**src/design/aimr_pkg.sv**
```systemverilog
// shared constants for the adc input mix routing register group
package aimr_pkg;
   // register offsets (page 0 register numbers)
   localparam logic [7:0] OFS_SECOND_TO_LEFT = 8'h11;
   localparam logic [7:0] OFS_SECOND_TO_RIGHT = 8'h12;
   localparam logic [7:0] OFS_FIRST_LEFT = 8'h13;
   // values after reset
   localparam logic [7:0] RST_SECOND_TO_LEFT = 8'hff;
   localparam logic [7:0] RST_SECOND_TO_RIGHT = 8'hff;
   localparam logic [7:0] RST_FIRST_LEFT = 8'h78;
   localparam logic [7:0] RST_READ_DATA = 8'h00;
   localparam logic [6:0] RST_GAIN = 7'h00;
   // field positions in the second-input registers
   localparam int LVL_HI_MSB = 7;
   localparam int LVL_HI_LSB = 4;
   localparam int LVL_LO_MSB = 3;
   localparam int LVL_LO_LSB = 0;
   // field positions in the first-left-input register
   localparam int FIRST_DIFF_BIT = 7;
   localparam int FIRST_LVL_MSB = 6;
   localparam int FIRST_LVL_LSB = 3;
   localparam int FIRST_POWER_BIT = 2;
   localparam int FIRST_STEP_MSB = 1;
   localparam int FIRST_STEP_LSB = 0;
   // input level codes
   localparam logic [3:0] LVL_MAX_VALID = 4'h8;
   localparam logic [3:0] LVL_OFF = 4'hf;
   // attenuation per code step in half-dB units (1.5 dB)
   localparam logic [4:0] LVL_STEP_HDB = 5'h03;
   // soft-stepping modes
   localparam logic [1:0] STEP_EVERY_SAMPLE = 2'h0;
   localparam logic [1:0] STEP_EVERY_TWO = 2'h1;
   // number of level fields decoded
   localparam int NUM_LVL = 5;
endpackage : aimr_pkg

```
**src/design/aimr_lvl_if.sv**
```systemverilog
// carrier between a level register field and its decoder
`timescale 1ns/1ns
interface aimr_lvl_if;
   logic [3:0] code;
   logic connect;
   logic [4:0] atten_hdb;
   modport dec (input code, output connect, output atten_hdb);
   modport user (output code, input connect, input atten_hdb);
endinterface : aimr_lvl_if

```
**src/design/aimr_regs.sv**
```systemverilog
// record-path input mix routing registers with left adc gain soft-stepper
`timescale 1ns/1ns
// Overview of operation
// - A level code 0000..1000 sets mixer attenuation 0 dB to -12 dB in -1.5 dB steps.
// - Level code 1111 disconnects the input, and every level field resets to 1111.
// - Any valid level code connects its input to the mixer with no extra enable.
// - Register 0x11 holds left-second level in D7-D4 and right-second level in D3-D0.
// - Register 0x12 holds the same two fields for the right mixer.
// - Register 0x13 bit D7 selects single-ended (0) or differential (1), reset 0.
// - Register 0x13 bits D6-D3 route the first left input to the left mixer, reset 1111.
// - Register 0x13 bit D2 powers the left adc channel, reset 0 meaning powered down.
// - Register 0x13 bits D1-D0 pick stepping per sample, per two samples, or none.
// - The left adc gain is a 7-bit code of 0.5 dB steps from 0 dB.
module aimr_regs (
   // clock and reset
   input wire logic clock,
   input wire logic sys_rst,
   // register port from the control bus engine
   input wire logic reg_wr,
   input wire logic reg_rd,
   input wire logic [7:0] reg_addr,
   input wire logic [7:0] reg_wdata,
   output logic [7:0] reg_rdata,
   output logic reg_rvalid,
   // gain target and sample-rate tick
   input wire logic [6:0] gain_target,
   input wire logic sample_tick,
   // decoded routing: 0 l2->L, 1 >L, 2 l2->R, 3 >R, 4 l1->L
   output logic [4:0] mix_connect,
   output logic [4:0][4:0] mix_atten_hdb,
   // first left input mode, channel power, applied gain
   output logic first_left_diff,
   output logic adc_left_power,
   output logic [6:0] gain_applied
);
   logic [7:0] reg_second_left;
   logic [7:0] reg_second_right;
   logic [7:0] reg_first;
   logic [7:0] next_reg_second_left;
   logic [7:0] next_reg_second_right;
   logic [7:0] next_reg_first;
   logic [7:0] next_reg_rdata;
   logic next_reg_rvalid;
   logic [4:0] next_mix_connect;
   logic [4:0][4:0] next_mix_atten_hdb;
   logic next_first_left_diff;
   logic next_adc_left_power;
   logic [6:0] next_gain_applied;
   logic step_phase;
   logic next_step_phase;
   logic [1:0] step_mode;
   logic [3:0] lvl_code [aimr_pkg::NUM_LVL];

   aimr_lvl_if lvl [aimr_pkg::NUM_LVL] ();

   // register writes; reserved codes are stored as written
   always_comb begin
      next_reg_second_left = reg_second_left;
      next_reg_second_right = reg_second_right;
      next_reg_first = reg_first;
      if (reg_wr) begin
         unique case (reg_addr)
            aimr_pkg::OFS_SECOND_TO_LEFT: next_reg_second_left = reg_wdata;
            aimr_pkg::OFS_SECOND_TO_RIGHT: next_reg_second_right = reg_wdata;
            aimr_pkg::OFS_FIRST_LEFT: next_reg_first = reg_wdata;
            default: ;
         endcase
      end
   end

   // register readback, unmapped addresses read zero
   always_comb begin
      next_reg_rvalid = reg_rd;
      next_reg_rdata = aimr_pkg::RST_READ_DATA;
      if (reg_rd) begin
         unique case (reg_addr)
            aimr_pkg::OFS_SECOND_TO_LEFT: next_reg_rdata = reg_second_left;
            aimr_pkg::OFS_SECOND_TO_RIGHT: next_reg_rdata = reg_second_right;
            aimr_pkg::OFS_FIRST_LEFT: next_reg_rdata = reg_first;
            default: next_reg_rdata = aimr_pkg::RST_READ_DATA;
         endcase
      end
   end

   always_ff @(posedge clock) begin
      if (sys_rst) begin
         reg_second_left <= aimr_pkg::RST_SECOND_TO_LEFT;
         reg_second_right <= aimr_pkg::RST_SECOND_TO_RIGHT;
         reg_first <= aimr_pkg::RST_FIRST_LEFT;
         reg_rdata <= aimr_pkg::RST_READ_DATA;
         reg_rvalid <= 1'b0;
      end else begin
         reg_second_left <= next_reg_second_left;
         reg_second_right <= next_reg_second_right;
         reg_first <= next_reg_first;
         reg_rdata <= next_reg_rdata;
         reg_rvalid <= next_reg_rvalid;
      end
   end

   // field extraction for the five level decoders
   assign lvl_code[0] = reg_second_left[aimr_pkg::LVL_HI_MSB:aimr_pkg::LVL_HI_LSB];
   assign lvl_code[1] = reg_second_left[aimr_pkg::LVL_LO_MSB:aimr_pkg::LVL_LO_LSB];
   assign lvl_code[2] = reg_second_right[aimr_pkg::LVL_HI_MSB:aimr_pkg::LVL_HI_LSB];
   assign lvl_code[3] = reg_second_right[aimr_pkg::LVL_LO_MSB:aimr_pkg::LVL_LO_LSB];
   assign lvl_code[4] = reg_first[aimr_pkg::FIRST_LVL_MSB:aimr_pkg::FIRST_LVL_LSB];

   // one decoder per level field
   for (genvar i = 0; i < aimr_pkg::NUM_LVL; i++) begin : g_lvl
      assign lvl[i].code = lvl_code[i];
      aimr_lvl_decode u_dec (
         .lvl (lvl[i])
      );
      assign next_mix_connect[i] = lvl[i].connect;
      assign next_mix_atten_hdb[i] = lvl[i].atten_hdb;
   end

   // mode and power bits feed the analog side through the output register below
   assign next_first_left_diff = reg_first[aimr_pkg::FIRST_DIFF_BIT];
   assign next_adc_left_power = reg_first[aimr_pkg::FIRST_POWER_BIT];
   assign step_mode = reg_first[aimr_pkg::FIRST_STEP_MSB:aimr_pkg::FIRST_STEP_LSB];

   // routing outputs registered so the analog controls never glitch
   always_ff @(posedge clock) begin
      if (sys_rst) begin
         mix_connect <= '0;
         mix_atten_hdb <= '0;
         first_left_diff <= 1'b0;
         adc_left_power <= 1'b0;
      end else begin
         mix_connect <= next_mix_connect;
         mix_atten_hdb <= next_mix_atten_hdb;
         first_left_diff <= next_first_left_diff;
         adc_left_power <= next_adc_left_power;
      end
   end

   // gain soft-stepper; the phase bit halves the rate in mode 01
   always_comb begin
      next_gain_applied = gain_applied;
      next_step_phase = step_phase;
      if (step_mode != aimr_pkg::STEP_EVERY_SAMPLE && step_mode != aimr_pkg::STEP_EVERY_TWO) begin
         next_gain_applied = gain_target;
         next_step_phase = 1'b0;
      end else if (sample_tick) begin
         if (step_mode == aimr_pkg::STEP_EVERY_TWO && !step_phase) begin
            next_step_phase = 1'b1;
         end else begin
            next_step_phase = 1'b0;
            // one 0.5 dB code step toward the target
            if (gain_applied < gain_target) begin
               next_gain_applied = 7'(gain_applied + 7'h01);
            end else if (gain_applied > gain_target) begin
               next_gain_applied = 7'(gain_applied - 7'h01);
            end
         end
      end
   end

   always_ff @(posedge clock) begin
      if (sys_rst) begin
         gain_applied <= aimr_pkg::RST_GAIN;
         step_phase <= 1'b0;
      end else begin
         gain_applied <= next_gain_applied;
         step_phase <= next_step_phase;
      end
   end
endmodule : aimr_regs

```
**src/design/aimr_lvl_decode.sv**
```systemverilog
// decoder of one 4-bit input level field into connect and attenuation
`timescale 1ns/1ns
module aimr_lvl_decode #(
   parameter logic [4:0] STEP_HDB = aimr_pkg::LVL_STEP_HDB
) (
   // field in, decoded level out
   aimr_lvl_if.dec lvl
);
   logic [4:0] prod;

   // code times step; codes above 8 never reach the mixer
   always_comb begin
      prod = 5'h00;
      for (int k = 0; k < 4; k++) begin
         if (lvl.code[k]) begin
            prod = 5'(prod + (STEP_HDB << k));
         end
      end
      if (lvl.code <= aimr_pkg::LVL_MAX_VALID) begin
         lvl.connect = 1'b1;
         lvl.atten_hdb = prod;
      end else begin
         // 1111 and reserved codes both leave the input open
         lvl.connect = 1'b0;
         lvl.atten_hdb = 5'h00;
      end
   end
endmodule : aimr_lvl_decode

```
**config.mk**
```make
export PLATFORM = sky130hd
export DESIGN_NAME = aimr_regs
export DESIGN_NICKNAME = d
export VERILOG_FILES = /design/src/design/aimr_pkg.sv /design/src/design/aimr_lvl_if.sv /design/src/design/aimr_regs.sv /design/src/design/aimr_lvl_decode.sv
export SDC_FILE = /design/constraint.sdc
export NUM_CORES = 1
export LEC_CHECK = 0
export BUFFER_PORTS_ARGS = -buffer_cell sky130_fd_sc_hd__buf_2
export CORE_MARGIN = 5
export CORE_UTILIZATION = 45
export CTS_CLUSTER_DIAMETER = 60
export DETAILED_ROUTE_END_ITERATION = 7
export PLACE_DENSITY = 0.68
export RECOVER_POWER = 100
export SLEW_MARGIN = 25
export SYNTH_ARGS = -nofsm -noshare
export SYNTH_HDL_FRONTEND = slang
export SYNTH_SLANG_ARGS = --single-unit
```
**constraint.sdc**
```tcl
create_clock -name clock -period 3.1 [get_ports clock]
set_clock_uncertainty 0.2 [all_clocks]
set_input_delay 0.465 -clock clock [delete_from_list [all_inputs] [get_ports clock]]
set_output_delay 0.465 -clock clock [all_outputs]
set_load 0.03 [all_outputs]
```
==> key figures <==
Synth
  – Fraction of registers with async set/reset: 0
  – Number of synthesized flops with an enable pin: 0
  – Main synth FF type: dfxtp_1
  – Yosys reg bits: 73
  – Yosys warning total: 0
  – Post-Synthesis Cells: 391
  – Post-Syn Area per Cell: 8.957 sq um
  – Synthesized area: 3502 sq um
  – Post-Syn Nets: 450
  – Seq/Total Area, Yosys: 0.4173
  – Distinct cells, synth: 46

Timing
  – Final hold violations: 0
  – WHS: 0.1642 ns
  – Final setup margin: between 0.2 and 0.25 ns
  – Pins over their slew limit: 0
  – Slew HR: 0.2096
  – FMAX: 346.1 MHz
  – Unrepaired setup endpoints after global routing: false
  – Fin crit share: 0.9321
  – Min Tclk post-route: ~2.9 ns
  – Actual slew at the worst max-slew pin: around 1.2 ns
  – Endpoints failing setup: 0

Layout
  – ANT cells: 0
  – Design area: 4079 sq um
  – Share of cells above drive strength 1: 0.1057
  – Post-route insts no fill: 575
  – Most common cell after layout, fill and taps aside: dfxtp_1
  – Fin nets: 527
  – Area Growth Syn to Fin: 16.47%
  – Commonest non-fill, non-tap cells in the layout: dfxtp_1, clkbuf_1, nand2_1

Placed design
  – Pre-CTS setup slack: -0.01747 ns
  – Routability cong.: 0.8305
  – Count of input and output buffers: 75
  – Cell Area, Placed: 3961 sq um
  – Inst Count DP: about 560
  – Post-detail-place hpwl: 5.791 mm

Pwr
  – PwrDens: 592.3 nW/um^2
  – Leak: 1.995 nW
  – Peak VDD IR: 509.6 uV
  – Power Total: 0.002416 W

GRT
  – GRT Overall Usage: 0.1641
  – Initial antenna violation count: 0
  – Vias in the first global route: 2782
  – Global-route wire length before repair: 12.90 mm
  – Gr ovfl total: 0
  – Largest net degree at the start of global routing: 26

Setup path
  – Reg2reg path depth: 10
  – Critical Path Source: gain_applied[2]
  – Worst-path fanout max: 6
  – Startpoint types: flip-flop
  – Worst R2R End: gain_applied[6]
  – Critical path arrival: 2.98 ns
  – Crit Path Category: reg -> reg
  – Reg2reg start: gain_applied[2]
  – R2r setup slk: roughly 0.21 ns
  – Req. time, crit path: 3.19 ns
  – Crit. End Element: flip-flop

Die
  – Die ar.: 9647 sq um
  – Die Ht: 98.22 um
  – Chip width: 98.22 um
  – Core Area: about 7600 sq um
  – Ports: 76
  – Row count: 32
  – Initial Util: 0.4580

Clock tree
  – Resized cells post-CTS: 0
  – CTS root buf: clkbuf_8
  – Reg clk slew, reported paths: 0.07 ns
  – Post-CTS setup buffers: 0
  – Clock latency on the worst-skew pair: 0.35 ns
  – # hold bufs at CTS: 0
  – CTS tree: yes
  – Sink Count: 73
  – Htree depth: 3
  – CTS max path bufs: 2
  – Total CTS buffers: 9

Route
  – Detailed Route Iter0 Violations: 106
  – Vias: 2828
  – Drt drc: 0
  – Final antenna-violating net count: 0
  – Total length of routed wires: 7.681 mm
  – Drt first pass iters: 4
  – DR vias/cell: 4.918
  – Routed length per instance: 13.36 um

Worst hold path
  – Hold WC Path Type: in -> reg
  – Hold Crit Start: gain_target[2]
  – Hold Path End: gain_applied[2]
  – Hold path depth: 3

Status
  – Outcome: complete, no violations

Run
  – Max-cap violation count: 0
-- state kept, by name, indices dropped and copies added, names as in the netlist --
name and cells:
reg_second_left 8, gain_applied 7, reg_first 8, first_left_diff 1, reg_rvalid 1, step_phase 1
adc_left_power 1, reg_second_right 8, mix_connect 5, mix_atten_hdb 25, reg_rdata 8
-- report_power, final --
part / total (W) / internal (W) / switching (W)
clock: 0.000737 / 0.000391 / 0.000346
combinational: 0.000654 / 0.000283 / 0.000372
sequential: 0.00102 / 0.000977 / 0.0000482
-- through the flow --
step	TNS, ns	util
after floorplan	0	-
after global placement	0	0.5180
after detailed placement	-0.01747	0.5180
after CTS	0	0.5437
after global routing	0	0.5334
final	0	0.5334
-- worst max-delay path: stages (launching register included) --
cell      delay, ns
dfxtp_1        0.40
ha_1           0.28
a21oi_1        0.20
a21o_1         0.18
nand2_1        0.16
fa_1           0.42
a211oi_1       0.19
o21ai_0        0.14
and4_1         0.22
or3_1          0.36
nand3_1        0.08
-- worst max-delay path by stage --
stage | slack, ns | end | cells after the start
finish | 0.21 | gain_applied[6] | 10
floorplan | 0.17 | gain_applied[6] | 10
detailed placement | -0.02 | gain_applied[6] | 12
global route | 0.03 | gain_applied[6] | 10
CTS | 0.22 | gain_applied[6] | 10
global placement | 0.04 | gain_applied[6] | 12
-- cells in the mapped netlist, types with 4 or more instances --
library cell / n / share of area
a211oi_1: 7 / 0.015
a21oi_1: 12 / 0.017
a22oi_1: 9 / 0.019
and2_1: 6 / 0.011
clkbuf_1: 9 / 0.0096
dfxtp_1: 73 / 0.42
ha_1: 30 / 0.11
inv_1: 38 / 0.041
mux2i_1: 20 / 0.057
nand2_1: 51 / 0.055
nand2b_1: 8 / 0.014
nor2_1: 41 / 0.044
nor2b_1: 4 / 0.0071
o211ai_1: 14 / 0.030
o21ai_0: 11 / 0.016
xnor2_1: 13 / 0.033
-- layer usage --
| metal | GRT usage | routed length [um] | up-vias |
|---|---|---|---|
| met5 | 0 | 0 | - |
| met4 | 0.06513 | 149 | 0 |
| met3 | 0.04500 | 394 | 11 |
| met2 | 0.2675 | 3541 | 61 |
| met1 | 0.2063 | 3596 | 1286 |
| li1 | - | - | 1470 |
-- cells by family (layout without fill, tap and decap cells) --
| group | Yosys count | in the layout | share of synthesized area |
|---|---|---|---|
| AO/OA/AOI/OAI | 69 | 69 | 0.1343 |
| adder cells (fa/ha/maj) | 31 | 31 | 0.1129 |
| multiplexers | 22 | 22 | 0.06359 |
| AND/OR/NAND/NOR | 127 | 127 | 0.1668 |
| flip-flops | 73 | 73 | 0.4173 |
| buffers and inverters | 53 | 135 | 0.06502 |
| XOR/XNOR | 16 | 16 | 0.04002 |
-- area by class of cell --
cell class,count,area [sq um]
fill,738,3568
timing repair buffer,80,344.1
clock buffer,11,141.4
inverter,39,146.4
sequential,73,1461
clock inverter,5,55.05
tap,102,127.6
multi-input combinational,265,1803
Power figures use the tool's default switching activity.
